`src/hdl/ldev_cfg_pkg.sv`:
```
// Constants for the logical device resource configuration bank
package ldev_cfg_pkg;
	localparam int          NUM_LDEV       = 8;
	localparam logic [7:0]  IDX_LDN        = 8'h07;
	localparam logic [7:0]  IDX_ACTIVATE   = 8'h30;
	localparam logic [7:0]  IDX_BASE_HI    = 8'h60;
	localparam logic [7:0]  IDX_BASE_LO    = 8'h61;
	localparam logic [7:0]  IDX_BASE2_HI   = 8'h62;
	localparam logic [7:0]  IDX_BASE2_LO   = 8'h63;
	localparam logic [7:0]  IDX_IRQ_SEL    = 8'h70;
	localparam logic [7:0]  IDX_DMA_SEL    = 8'h74;
	localparam logic [7:0]  IRQ_SEL_RESET  = 8'h00;
	localparam logic [7:0]  DMA_SEL_RESET  = 8'h04;
	localparam logic [15:0] BASE_RESET     = 16'h0000;
	localparam logic [2:0]  LDN_FLOPPY     = 3'h0;
	localparam logic [2:0]  LDN_PARPORT    = 3'h3;
	localparam logic [2:0]  LDN_UART1      = 3'h4;
	localparam logic [2:0]  LDN_UART2      = 3'h5;
	localparam logic [2:0]  LDN_KEYBOARD   = 3'h7;
	localparam logic [11:0] BASE_MIN       = 12'h100;
	localparam logic [11:0] BASE_MAX8      = 12'hFF8;
	localparam logic [11:0] BASE_MAX4      = 12'hFFC;
	localparam logic [11:0] ECP_OFS        = 12'h400;
	localparam logic [11:0] KBD_DATA_ADDR  = 12'h060;
	localparam logic [11:0] KBD_CMD_ADDR   = 12'h064;
	localparam logic [15:0] PAR_IRQ_MASK   = 16'h1CF8;
	localparam logic [3:0]  IRQ_SHARED     = 4'h2;
	localparam logic [2:0]  PMODE_ECP      = 3'h3;
	localparam logic [2:0]  PMODE_EPP      = 3'h4;
	localparam int          DMA_CH         = 3;
endpackage : ldev_cfg_pkg

```
`src/hdl/ldev_cfg.sv`:
```
// Per-logical-device configuration bank, I/O decode and IRQ/DMA routing
`timescale 1ns/10ps
module ldev_cfg
	import ldev_cfg_pkg::*;
(
	input  wire logic                    ref_clk,
	input  wire logic                    nrst,
	input  wire logic                    standby_por_n,
	input  wire logic                    cfg_state,
	input  wire logic                    cfg_wr,
	input  wire logic                    cfg_rd,
	input  wire logic [7:0]              cfg_index,
	input  wire logic [7:0]              cfg_wdata,
	output logic      [7:0]              cfg_rdata,
	input  wire logic [11:0]             io_addr,
	input  wire logic                    io_strobe,
	output logic      [7:0]              io_select,
	output logic                         ecp_select,
	output logic                         epp_allowed,
	input  wire logic                    serial_irq_mode,
	input  wire logic                    mgmt_irq_enable,
	input  wire logic [7:0]              unit_irq,
	input  wire logic [7:0]              unit_dma_req,
	input  wire logic                    floppy_dma_irq_enable,
	input  wire logic                    parport_irq_enable,
	input  wire logic                    ecp_service_interrupt_bit,
	input  wire logic                    ecp_dma_enable_bit,
	input  wire logic [2:0]              parport_mode,
	input  wire logic [3:0]              uart1_ier_bits,
	input  wire logic                    uart1_aux_output_two,
	input  wire logic [3:0]              uart2_ier_bits,
	input  wire logic                    uart2_aux_output_two,
	input  wire logic                    uart2_dma_enable,
	output logic      [15:0]             irq_out,
	output logic      [15:0]             irq_oe,
	output logic                         system_mgmt_interrupt_n,
	output logic      [ldev_cfg_pkg::DMA_CH:1] dma_request_pin,
	output logic      [ldev_cfg_pkg::DMA_CH:1] dma_request_oe
);
	import ldev_cfg_pkg::*;

	typedef struct packed {
		logic [2:0]                 ldn;
		logic [NUM_LDEV-1:0]        active;
		logic [NUM_LDEV-1:0][15:0]  base;
		logic [NUM_LDEV-1:0][15:0]  base2;
		logic [NUM_LDEV-1:0][3:0]   irq_lvl;
		logic [NUM_LDEV-1:0][2:0]   dma_sel;
	} state_s;

	state_s state_reg;
	state_s state_next;
	logic   uart2_act_reg;
	logic   uart2_act_next;

	// Window check for eight-byte windows
	function automatic logic win8_ok(input logic [15:0] b);
		win8_ok = (b[11:0] >= BASE_MIN) && (b[11:0] <= BASE_MAX8)
			&& (b[2:0] == 3'h0) && (b[15:12] == 4'h0);
	endfunction

	function automatic logic hit8(input logic [15:0] b,
		input logic [11:0] a);
		hit8 = (a[11:3] == b[11:3]);
	endfunction

	logic [NUM_LDEV-1:0] dev_on;
	logic                par_ok;
	logic                par8;
	logic                wr_ok;
	logic [7:0]          rd_mux;
	logic [7:0]          dev_irq;
	logic [7:0]          dev_dma;

	always_comb
	begin
		dev_on = state_reg.active;
		dev_on[LDN_UART2] = uart2_act_reg;
	end

	assign par8   = win8_ok(state_reg.base[LDN_PARPORT]);
	assign par_ok = (state_reg.base[LDN_PARPORT][11:0] >= BASE_MIN)
		&& (state_reg.base[LDN_PARPORT][11:0] <= BASE_MAX4)
		&& (state_reg.base[LDN_PARPORT][1:0] == 2'h0)
		&& (state_reg.base[LDN_PARPORT][15:12] == 4'h0);
	assign epp_allowed = par8;

	// Writes accepted only inside the configuration state
	assign wr_ok = cfg_wr && cfg_state;

	always_comb
	begin
		state_next     = state_reg;
		uart2_act_next = uart2_act_reg;
		if (wr_ok)
		begin
			if (cfg_index == IDX_LDN)
				state_next.ldn = cfg_wdata[2:0];
			else if (cfg_index == IDX_ACTIVATE)
			begin
				// One flop serves as both activate and power bit
				if (state_reg.ldn == LDN_UART2)
					uart2_act_next = cfg_wdata[0];
				else
					state_next.active[state_reg.ldn] = cfg_wdata[0];
			end
			else if (cfg_index == IDX_BASE_HI)
				state_next.base[state_reg.ldn][15:8] = cfg_wdata;
			else if (cfg_index == IDX_BASE_LO)
				state_next.base[state_reg.ldn][7:0] = cfg_wdata;
			else if (cfg_index == IDX_BASE2_HI && state_reg.ldn == LDN_UART2)
				state_next.base2[state_reg.ldn][15:8] = cfg_wdata;
			else if (cfg_index == IDX_BASE2_LO && state_reg.ldn == LDN_UART2)
				state_next.base2[state_reg.ldn][7:0] = cfg_wdata;
			else if (cfg_index == IDX_IRQ_SEL)
				state_next.irq_lvl[state_reg.ldn] = cfg_wdata[3:0];
			else if (cfg_index == IDX_DMA_SEL)
				state_next.dma_sel[state_reg.ldn] = cfg_wdata[2:0];
		end
	end

	// Register reads; unimplemented indices read zero
	always_comb
	begin
		rd_mux = 8'h00;
		if (cfg_index == IDX_LDN)
			rd_mux = {5'h00, state_reg.ldn};
		else if (cfg_index == IDX_ACTIVATE)
			rd_mux = {7'h00, dev_on[state_reg.ldn]};
		else if (cfg_index == IDX_BASE_HI)
			rd_mux = state_reg.base[state_reg.ldn][15:8];
		else if (cfg_index == IDX_BASE_LO)
			rd_mux = state_reg.base[state_reg.ldn][7:0];
		else if (cfg_index == IDX_BASE2_HI)
			rd_mux = state_reg.base2[state_reg.ldn][15:8];
		else if (cfg_index == IDX_BASE2_LO)
			rd_mux = state_reg.base2[state_reg.ldn][7:0];
		else if (cfg_index == IDX_IRQ_SEL)
			rd_mux = {4'h0, state_reg.irq_lvl[state_reg.ldn]};
		else if (cfg_index == IDX_DMA_SEL)
			rd_mux = {5'h00, state_reg.dma_sel[state_reg.ldn]};
	end

	always_ff @(posedge ref_clk or negedge nrst)
	begin
		if (!nrst)
		begin
			state_reg.ldn    <= 3'h0;
			state_reg.active <= '0;
			for (int i = 0; i < NUM_LDEV; i++)
			begin
				state_reg.base[i]    <= BASE_RESET;
				state_reg.base2[i]   <= BASE_RESET;
				state_reg.irq_lvl[i] <= IRQ_SEL_RESET[3:0];
				state_reg.dma_sel[i] <= DMA_SEL_RESET[2:0];
			end
			cfg_rdata        <= 8'h00;
		end
		else
		begin
			state_reg <= state_next;
			cfg_rdata <= (cfg_rd && cfg_state) ? rd_mux : 8'h00;
		end
	end

	// Standby reset only; main reset leaves this one alone
	always_ff @(posedge ref_clk or negedge standby_por_n)
	begin
		if (!standby_por_n)
			uart2_act_reg <= 1'b0;
		else
			uart2_act_reg <= uart2_act_next;
	end

	// Address decode, gated by activity and valid base, keyboard by activity only
	always_comb
	begin
		io_select  = 8'h00;
		ecp_select = 1'b0;
		if (io_strobe)
		begin
			for (int i = 0; i < NUM_LDEV; i++)
				if ((i == LDN_FLOPPY || i == LDN_UART1 || i == LDN_UART2)
					&& dev_on[i] && win8_ok(state_reg.base[i])
					&& hit8(state_reg.base[i], io_addr))
					io_select[i] = 1'b1;
			if (dev_on[LDN_UART2] && win8_ok(state_reg.base2[LDN_UART2])
				&& hit8(state_reg.base2[LDN_UART2], io_addr))
				io_select[LDN_UART2] = 1'b1;
			if (dev_on[LDN_PARPORT] && par_ok)
			begin
				if (par8 ? hit8(state_reg.base[LDN_PARPORT], io_addr)
					: (io_addr[11:2] == state_reg.base[LDN_PARPORT][11:2]))
					io_select[LDN_PARPORT] = 1'b1;
				if (io_addr >= state_reg.base[LDN_PARPORT][11:0] + ECP_OFS
					&& io_addr <= state_reg.base[LDN_PARPORT][11:0]
						+ ECP_OFS + 12'h002)
					ecp_select = 1'b1;
			end
			if (dev_on[LDN_KEYBOARD]
				&& (io_addr == KBD_DATA_ADDR || io_addr == KBD_CMD_ADDR))
				io_select[LDN_KEYBOARD] = 1'b1;
		end
	end

	// Per-unit interrupt and DMA qualification
	always_comb
	begin
		dev_irq = '0;
		dev_dma = '0;
		dev_irq[LDN_FLOPPY]   = floppy_dma_irq_enable;
		dev_irq[LDN_PARPORT]  = parport_irq_enable
			&& !(parport_mode == PMODE_ECP && ecp_service_interrupt_bit);
		dev_irq[LDN_UART1]    = (|uart1_ier_bits) && uart1_aux_output_two;
		dev_irq[LDN_UART2]    = (|uart2_ier_bits) && uart2_aux_output_two;
		dev_irq[LDN_KEYBOARD] = 1'b1;
		dev_dma[LDN_FLOPPY]   = floppy_dma_irq_enable;
		dev_dma[LDN_PARPORT]  = ecp_dma_enable_bit
			&& parport_mode == PMODE_ECP;
		dev_dma[LDN_UART2]    = uart2_dma_enable;
	end

	// Routing to the shared pins; undriven pins float
	always_comb
	begin
		irq_out                 = 16'h0000;
		irq_oe                  = 16'h0000;
		system_mgmt_interrupt_n = 1'b1;
		dma_request_pin         = '0;
		dma_request_oe          = '0;
		for (int i = 0; i < NUM_LDEV; i++)
		begin
			if (dev_on[i] && dev_irq[i] && state_reg.irq_lvl[i] != 4'h0
				&& (serial_irq_mode
					|| PAR_IRQ_MASK[state_reg.irq_lvl[i]]))
			begin
				irq_oe[state_reg.irq_lvl[i]]  = 1'b1;
				irq_out[state_reg.irq_lvl[i]] = unit_irq[i];
			end
			if (dev_on[i] && dev_dma[i] && state_reg.dma_sel[i] >= 3'h1
				&& state_reg.dma_sel[i] <= 3'h3)
			begin
				dma_request_oe[state_reg.dma_sel[i][1:0]]  = 1'b1;
				dma_request_pin[state_reg.dma_sel[i][1:0]] = unit_dma_req[i];
			end
		end
		// Shared line: host must switch mgmt off before using IRQ2
		if (mgmt_irq_enable)
		begin
			irq_oe[IRQ_SHARED]      = 1'b0;
			system_mgmt_interrupt_n = ~unit_irq[LDN_FLOPPY];
		end
	end

	chk_dma_zero_float: assert property (@(posedge ref_clk)
		disable iff (!nrst)
		(state_reg.dma_sel[LDN_FLOPPY][1:0] == 2'h0
		&& state_reg.dma_sel[LDN_PARPORT][1:0] == 2'h0
		&& state_reg.dma_sel[LDN_UART2][1:0] == 2'h0)
		|-> dma_request_oe == '0)
		else $error("dma pin driven with no channel");
	chk_irq_zero_idle: assert property (@(posedge ref_clk)
		disable iff (!nrst)
		(dev_on == '0) |-> (irq_oe == 16'h0000 && dma_request_oe == '0))
		else $error("pin driven with all devices off");
	chk_write_takes: assert property (@(posedge ref_clk)
		disable iff (!nrst) (wr_ok && cfg_index == IDX_IRQ_SEL) |=>
		state_reg.irq_lvl[$past(state_reg.ldn)] == $past(cfg_wdata[3:0]))
		else $error("irq level write lost");
	chk_no_cfg_write: assert property (@(posedge ref_clk)
		disable iff (!nrst) (!cfg_state) |=> state_reg == $past(state_reg))
		else $error("bank changed outside config state");
	chk_kbd_fixed: assert property (@(posedge ref_clk)
		disable iff (!nrst) io_select[LDN_KEYBOARD] |->
		(io_addr == KBD_DATA_ADDR || io_addr == KBD_CMD_ADDR))
		else $error("keyboard decoded at wrong address");
	chk_floppy_range: assert property (@(posedge ref_clk)
		disable iff (!nrst) io_select[LDN_FLOPPY] |->
		(win8_ok(state_reg.base[LDN_FLOPPY]) && dev_on[LDN_FLOPPY]))
		else $error("floppy decoded with bad base");
	chk_par_mask: assert property (@(posedge ref_clk)
		disable iff (!nrst)
		!serial_irq_mode |-> (irq_oe & ~PAR_IRQ_MASK) == 16'h0000)
		else $error("unavailable irq driven");
	// Only the floppy raises a request here, so any high pin is a leak
	chk_floppy_irq_gate: assert property (@(posedge ref_clk)
		disable iff (!nrst)
		(!floppy_dma_irq_enable && unit_irq == 8'h01)
		|-> irq_out == 16'h0000)
		else $error("floppy irq without dma bit");
	chk_epp_align: assert property (@(posedge ref_clk)
		disable iff (!nrst)
		epp_allowed |-> state_reg.base[LDN_PARPORT][2:0] == 3'h0)
		else $error("epp offered on four-byte base");
	chk_mgmt_idle: assert property (@(posedge ref_clk)
		disable iff (!nrst) !mgmt_irq_enable |-> system_mgmt_interrupt_n)
		else $error("mgmt output low while disabled");
	chk_irq2_shared: assert property (@(posedge ref_clk)
		disable iff (!nrst) mgmt_irq_enable |-> !irq_oe[IRQ_SHARED])
		else $error("shared line driven in mgmt mode");
	chk_dma_gate: assert property (@(posedge ref_clk)
		disable iff (!nrst)
		(!floppy_dma_irq_enable && !ecp_dma_enable_bit && !uart2_dma_enable)
		|-> dma_request_oe == '0)
		else $error("dma pin driven with unit disabled");
	chk_base2_refused: assert property (@(posedge ref_clk)
		disable iff (!nrst)
		(wr_ok && cfg_index == IDX_BASE2_HI && state_reg.ldn != LDN_UART2)
		|=> $stable(state_reg.base2))
		else $error("second base written for wrong device");
	chk_uart2_standby: assert property (@(posedge ref_clk)
		disable iff (!nrst) !standby_por_n |=> !uart2_act_reg)
		else $error("serial 2 activate survived standby reset");
endmodule // ldev_cfg

```
`config.mk`:
```
export PLATFORM = sky130hd
export DESIGN_NAME = ldev_cfg
export DESIGN_NICKNAME = d
export VERILOG_FILES = /design/src/hdl/ldev_cfg_pkg.sv /design/src/hdl/ldev_cfg.sv
export SDC_FILE = /design/constraint.sdc
export NUM_CORES = 1
export LEC_CHECK = 0
export ABC_AREA = 1
export BUFFER_PORTS_ARGS = -buffer_cell sky130_fd_sc_hd__buf_2
export CORE_MARGIN = 1
export CORE_UTILIZATION = 40
export DETAILED_ROUTE_END_ITERATION = 8
export PLACE_DENSITY = 0.64
export REMOVE_ABC_BUFFERS = 1
export SETUP_SLACK_MARGIN = 0.5
export SYNTH_ARGS = -nofsm -noshare
export SYNTH_HDL_FRONTEND = slang
export SYNTH_SLANG_ARGS = --single-unit
```
`constraint.sdc`:
```
create_clock -name ref_clk -period 7.1 [get_ports ref_clk]
set_input_delay 1.775 -clock ref_clk [delete_from_list [all_inputs] [get_ports ref_clk]]
set_output_delay 1.775 -clock ref_clk [all_outputs]
set_load 0.02 [all_outputs]
```
# After elaboration in Yosys (flattened, before gate mapping)
# Memories as Yosys holds them, arrays and structs flattened.
# Index checks and enable logic that the tools add are counted.
# word_totals
rom_bits	80
word_cells	317
regBits	332
memories	5
input_bits	71
# mem_list
name	words	word_bits	rd	rd_ports_with_merged_regs	wr	line_no	rtl
(name not given)	16	1	1	0	0	ldev_cfg.sv:235	|| PAR_IRQ_MASK[state_reg.irq_lvl[i]]))
(name not given)	16	1	1	0	0	ldev_cfg.sv:235	
(name not given)	16	1	1	0	0	ldev_cfg.sv:235	
(name not given)	16	1	1	0	0	ldev_cfg.sv:235	
(name not given)	16	1	1	0	0	ldev_cfg.sv:235	
# op_classes
add_sub_neg	2
n_reduce_logical	103
eq_ne	18
n_bitwise	17
muxes	99
magnitude_cmp	37
# op_table
cell	count
128-bit bitwise mux	4
128-bit two-way mux	4
16-bit two-way mux	13
16-bit binary-select mux with 3-bit select	2
16-bit demux with 3-bit select	2
12-bit less-or-equal comparator (second input constant)	6
1-bit logical AND	69
16-bit bitwise mux	4
8-bit two-way mux	8
16-bit bitwise OR	4
12-bit by 9-bit greater-or-equal comparator with 1-bit output (second input constant)	5
8-bit by 7-bit == test with 1-bit output (second input constant)	6
9-bit == test	5
32-bit bitwise mux	1
1-bit two-way mux	30
3-bit two-way mux	10
4-bit by 5-bit < comparator with 1-bit output (second input constant)	5
24-bit bitwise mux	1
12-bit by 7-bit == test with 1-bit output (second input constant)	2
1-bit demux with 4-bit select	5
4-bit by 1-bit greater-or-equal comparator with 1-bit output (second input constant)	5
4-bit zero test	5
4-bit nonzero test	5
16-bit bitwise AND	1
other kinds (38)	74

# Logic depth before layout (Yosys ltp)
# logic_depth
depth_word	15
ltp_mapped	17
ltp_nobuf	17

# Worst setup path after synthesis
# Ideal clock, no wire load.
# synth_timing
kind	input port to output port
start	input port parport_mode[2]
end	output port irq_out[2]
arrival_ps	3167
slack_ps	2158
cell_stages	12
t_required_ps	5325
path_cell_list	inv_1 -> nand3_1 -> nor2_1 -> nor2_1 -> nand2_1 -> nor2_1 -> nand2_1 -> nand2_1 -> nand2_1 -> nand2_1 -> nand2_1 -> a21oi_1
# synth_via
elab_chain_cells	14
# synth_rtl
element	line_no	rtl
from (decl)	ldev_cfg.sv:28	input wire logic [2:0] parport_mode,
3-bit by 2-bit == test with 1-bit output *	ldev_cfg.sv:213	&& !(parport_mode == PMODE_ECP && ecp_service_interrupt_bit);
1-bit logical AND *	ldev_cfg.sv:213	
1-bit zero test *	ldev_cfg.sv:213	
1-bit logical AND *	ldev_cfg.sv:213	
1-bit logical AND * (2 in a row)	ldev_cfg.sv:233	if (dev_on[i] && dev_irq[i] && state_reg.irq_lvl[i] != 4'h0
1-bit logical AND *	ldev_cfg.sv:234	&& (serial_irq_mode
16-bit two-way mux *	ldev_cfg.sv:233	
16-bit bitwise mux	ldev_cfg.sv:238	irq_out[state_reg.irq_lvl[i]] = unit_irq[i];
16-bit two-way mux *	ldev_cfg.sv:233	
16-bit bitwise mux	ldev_cfg.sv:238	
16-bit two-way mux *	ldev_cfg.sv:233	
16-bit bitwise mux	ldev_cfg.sv:238	
16-bit two-way mux *	ldev_cfg.sv:233	
to (decl)	ldev_cfg.sv:34	output logic [15:0] irq_out,
# Every way passes the cells marked *; elsewhere a longest branch is shown, timed or not.

# Worst setup path after layout
# layout_timing
start	input port uart2_ier_bits[3]
end	output port irq_out[6]
# layout_via
elab_chain_cells	8
# layout_rtl
element	line_no	rtl
from (decl)	ldev_cfg.sv:31	input wire logic [3:0] uart2_ier_bits,
4-bit OR reduction *	ldev_cfg.sv:215	dev_irq[LDN_UART2] = (|uart2_ier_bits) && uart2_aux_output_two;
1-bit logical AND *	ldev_cfg.sv:215	
1-bit logical AND * (2 in a row)	ldev_cfg.sv:233	
1-bit logical AND *	ldev_cfg.sv:234	
16-bit two-way mux *	ldev_cfg.sv:233	
16-bit bitwise mux	ldev_cfg.sv:238	
16-bit two-way mux *	ldev_cfg.sv:233	
# Marked as above.

==> key figures <==
Detailed routing
  – Post-route DRC: 0
  – DRT antenna net count: 0
  – Routed WL per cell: 20.8 um
  – Vias per cell: 5.49
  – Total wire length: 60900 um
  – Iter 0 DRT Violations: 1469
  – Pre-Repair DR Iteration Count: 5
  – Vias: 16.1k

Placement
  – # port buffers: 114
  – Dpl ws: 1580 ps
  – Placed cell count: 2872
  – Dpl hpwl: 42900 um
  – Global placer's final weighted congestion: 0.983

Floorplanning
  – Initial Util: 0.406
  – Die area: 0.0447 mm^2
  – Die height: 211 um
  – Die W: 211 um
  – # IOs: 128
  – Cell Rows: 76
  – Core area: 0.0432 mm^2

Synth
  – Synth top area share: 0.461
  – Cells after Synth: 2343
  – #FFs+latches synth: 331
  – Cell taking the most area after synthesis: dfrtp_1
  – Syn avg cell area: 7.49 um^2
  – Syn Std Cell Area: 0.0175 mm^2
  – Ys Warns: 0
  – Sequential area share after synthesis: 0.473
  – Top post-synthesis cells by area: dfrtp_1 (46%), nand2_1 (13%), o21ai_0 (7.5%)
  – Cell variety after synth: 48

Worst setup path
  – Crit path cell chain: buf_2 > nor2_1 > nand2_1 > nand3_1 > a21oi_1 > nand2_1 > nor3_1 > a21oi_1 > a21oi_1 > buf_2
  – Largest stage delay on the critical path: 580 ps
  – Most used cell, CP: a21oi_1
  – Worst-path fanout max: 10
  – Setup crit end kind: output port
  – Critical path class: input port to output port
  – Crit-path slowest cell: nor3_1
  – Required time of the worst setup path: 5330 ps
  – Startpoint types: input port
  – Worst Path Arrival: 3780 ps

Layout
  – Area growth syn-to-layout: 10.5%
  – Share of cells above drive strength 1: 0.0951
  – Max reg flops: 315
  – Antenna fix cells: 0
  – FF+latch area: 0.00829 mm^2
  – Area occupied by multi-input gates: 0.00767 mm^2
  – Post-route insts no fill: 2930
  – Final net count: 2422
  – Commonest non-fill, non-tap cells in the layout: nand2_1 (590), dfrtp_1 (323), o21ai_0 (264)
  – Fill cells: 4382
  – Most common cell after layout, fill and taps aside: nand2_1

Clock tree
  – Post-CTS sizing: 0
  – Root Buffer: clkbuf_16
  – CTS Sinks: 331
  – Hold_buf cts: 0
  – Clock Pin Slew Worst Setup and Hold Paths: 60 ps
  – Clock buffer depth: 3
  – CTS tree: done
  – Clock Latency Late Sink: 540 ps
  – CTS H-tree lvls: 2
  – TritonCTS buffer count: 35
  – Setup bufs post-CTS: 0

STA
  – Tcrit/Tclk final: 0.782
  – Setup TNS: 0 ps
  – Fmax achieved: 0.180 GHz
  – Slew Limit Fails: 0
  – Headroom to the max-slew limit: 0.174
  – Min Tclk post-route: 5550 ps
  – RSZ-0062 raised after global routing: false
  – Final worst slack: 1550 ps
  – Clock Skews: 27.5 ps
  – Final setup fails: 0
  – Final Hold Violating Endpoints: 0
  – Fin Hold WS: 373 ps
  – Worst Max-Slew Pin Slew: 1230 ps

Pwr
  – Comb power frac: 0.061
  – Sequential power share: 0.480
  – P_sw: 956 uW
  – Switching share of power: 0.242
  – Pwr per Cell Area: 204 mW/mm^2
  – Worst vdd ir: 0.000174 V
  – Leakage Power: 0.00906 uW
  – Clock share of power: 0.459
  – Cell Int Power: 3000 uW

GRT
  – Routing usage on met2: 0.451
  – First-pass GRT wire length: 93100 um
  – GRT Util Overall: 0.275
  – M1 GR Usage: 0.362
  – Met3 Resource Use GR: 0.0464
  – Pin count of the biggest net entering global routing: 173
  – Most used routing layer: met2
  – Initial antenna violation count: 0
  – Vias in the first global route: 15.7k
  – Gr ovfl total: 0

Flow run
  – Max-Cap Viols: 0

Min path
  – Hold Path Class: register to register

Status
  – Status: finished, final reports clean
[per-layer routing]
metal,part of all wire,vias to the layer above
li1,-,7611
met1,0.41,7643
met2,0.47,684
met3,0.083,137
met4,0.037,0
met5,0,-
[power groups by stage]
stage / sequential (uW) / combinational (uW) / clock [uW]
6_report: 1900 / 242 / 1810
5_1_grt: 1900 / 265 / 1900
3_3_place_gp: 1930 / 237 / 0
4_1_cts: 1900 / 241 / 1830
3_5_place_dp: 1930 / 240 / 0
2_1_floorplan: 1930 / 100 / 0
[logic make-up after synthesis]
family,after synthesis,share of synthesized area
mux,2,0.00121
fa+ha+maj,27,0.0193
compound gates,466,0.147
flops,331,0.473
other cells,1,0.000214
xor+xnor,15,0.00749
simple gates,1089,0.261
buf+inv,412,0.0908
[synthesized netlist by cell type, drive strengths merged]
| cell type | n |
|---|---|
| xor2 | 10 |
| nand3b | 6 |
| o221ai | 2 |
| xnor2 | 5 |
| buf | 26 |
| a211oi | 4 |
| mux2i | 1 |
| o22ai | 77 |
| o21a | 2 |
| nor3 | 41 |
| o2111a | 1 |
| clkinv | 2 |
| nand4 | 48 |
| o31ai | 6 |
| dfstp | 8 |
| nor3b | 4 |
| clkbuf | 169 |
| a221oi | 4 |
| nor4b | 2 |
| dfrtp | 323 |
| ha | 27 |
| conb | 1 |
| a31oi | 11 |
| nor4 | 20 |
| o211ai | 7 |
| nand3 | 115 |
| a21boi | 4 |
| mux2 | 1 |
| nand2 | 590 |
| o21ai | 269 |
| o21bai | 1 |
| or2 | 14 |
| o2111ai | 9 |
| a21oi | 65 |
| a22oi | 4 |
| nor2 | 249 |
| inv | 215 |
[cell type report]
| class | count | share of cell area |
|---|---|---|
| Multi-Input combinational cell | 1604 | 0.396 |
| Sequential cell | 331 | 0.428 |
| Inverter | 217 | 0.0420 |
| Timing Repair Buffer | 135 | 0.0387 |
| Tap cell | 585 | 0.0378 |
| Clock buffer | 48 | 0.0529 |
| Clock inverter | 10 | 0.00497 |
[worst paths after layout]
kind	endpoint	from	slack [ps]	cells past startpoint
worst max-delay path	irq_out[6]	uart2_ier_bits[3]	1550	10
min in group asynchronous	uart2_act_reg	standby_por_n	1010	1
worst max register to register	state_reg[1]	state_reg[320]	3800	9
worst min register to register	state_reg[113]	state_reg[113]	370	0
worst min-delay path	state_reg[113]	state_reg[113]	370	0
max in group asynchronous	state_reg[167]	nrst	4380	2
[stage by stage]
| stage | area, um^2 | power, uW | util |
|---|---|---|---|
| after CTS | 19400 | 3980 | 0.449 |
| final | 19400 | 3960 | 0.449 |
| after floorplan | 16800 | 2030 | - |
| after detailed placement | 18300 | 2170 | 0.423 |
| after global routing | 19400 | 4070 | 0.449 |
| after global placement | 18300 | 2170 | 0.423 |
[critical path: cells and delay by family]
family / cells / cell delay, ps
compound gates: 3 / 680
buf+inv: 2 / 290
simple gates: 5 / 1040
No activity file was read; power rests on OpenSTA's default activity.
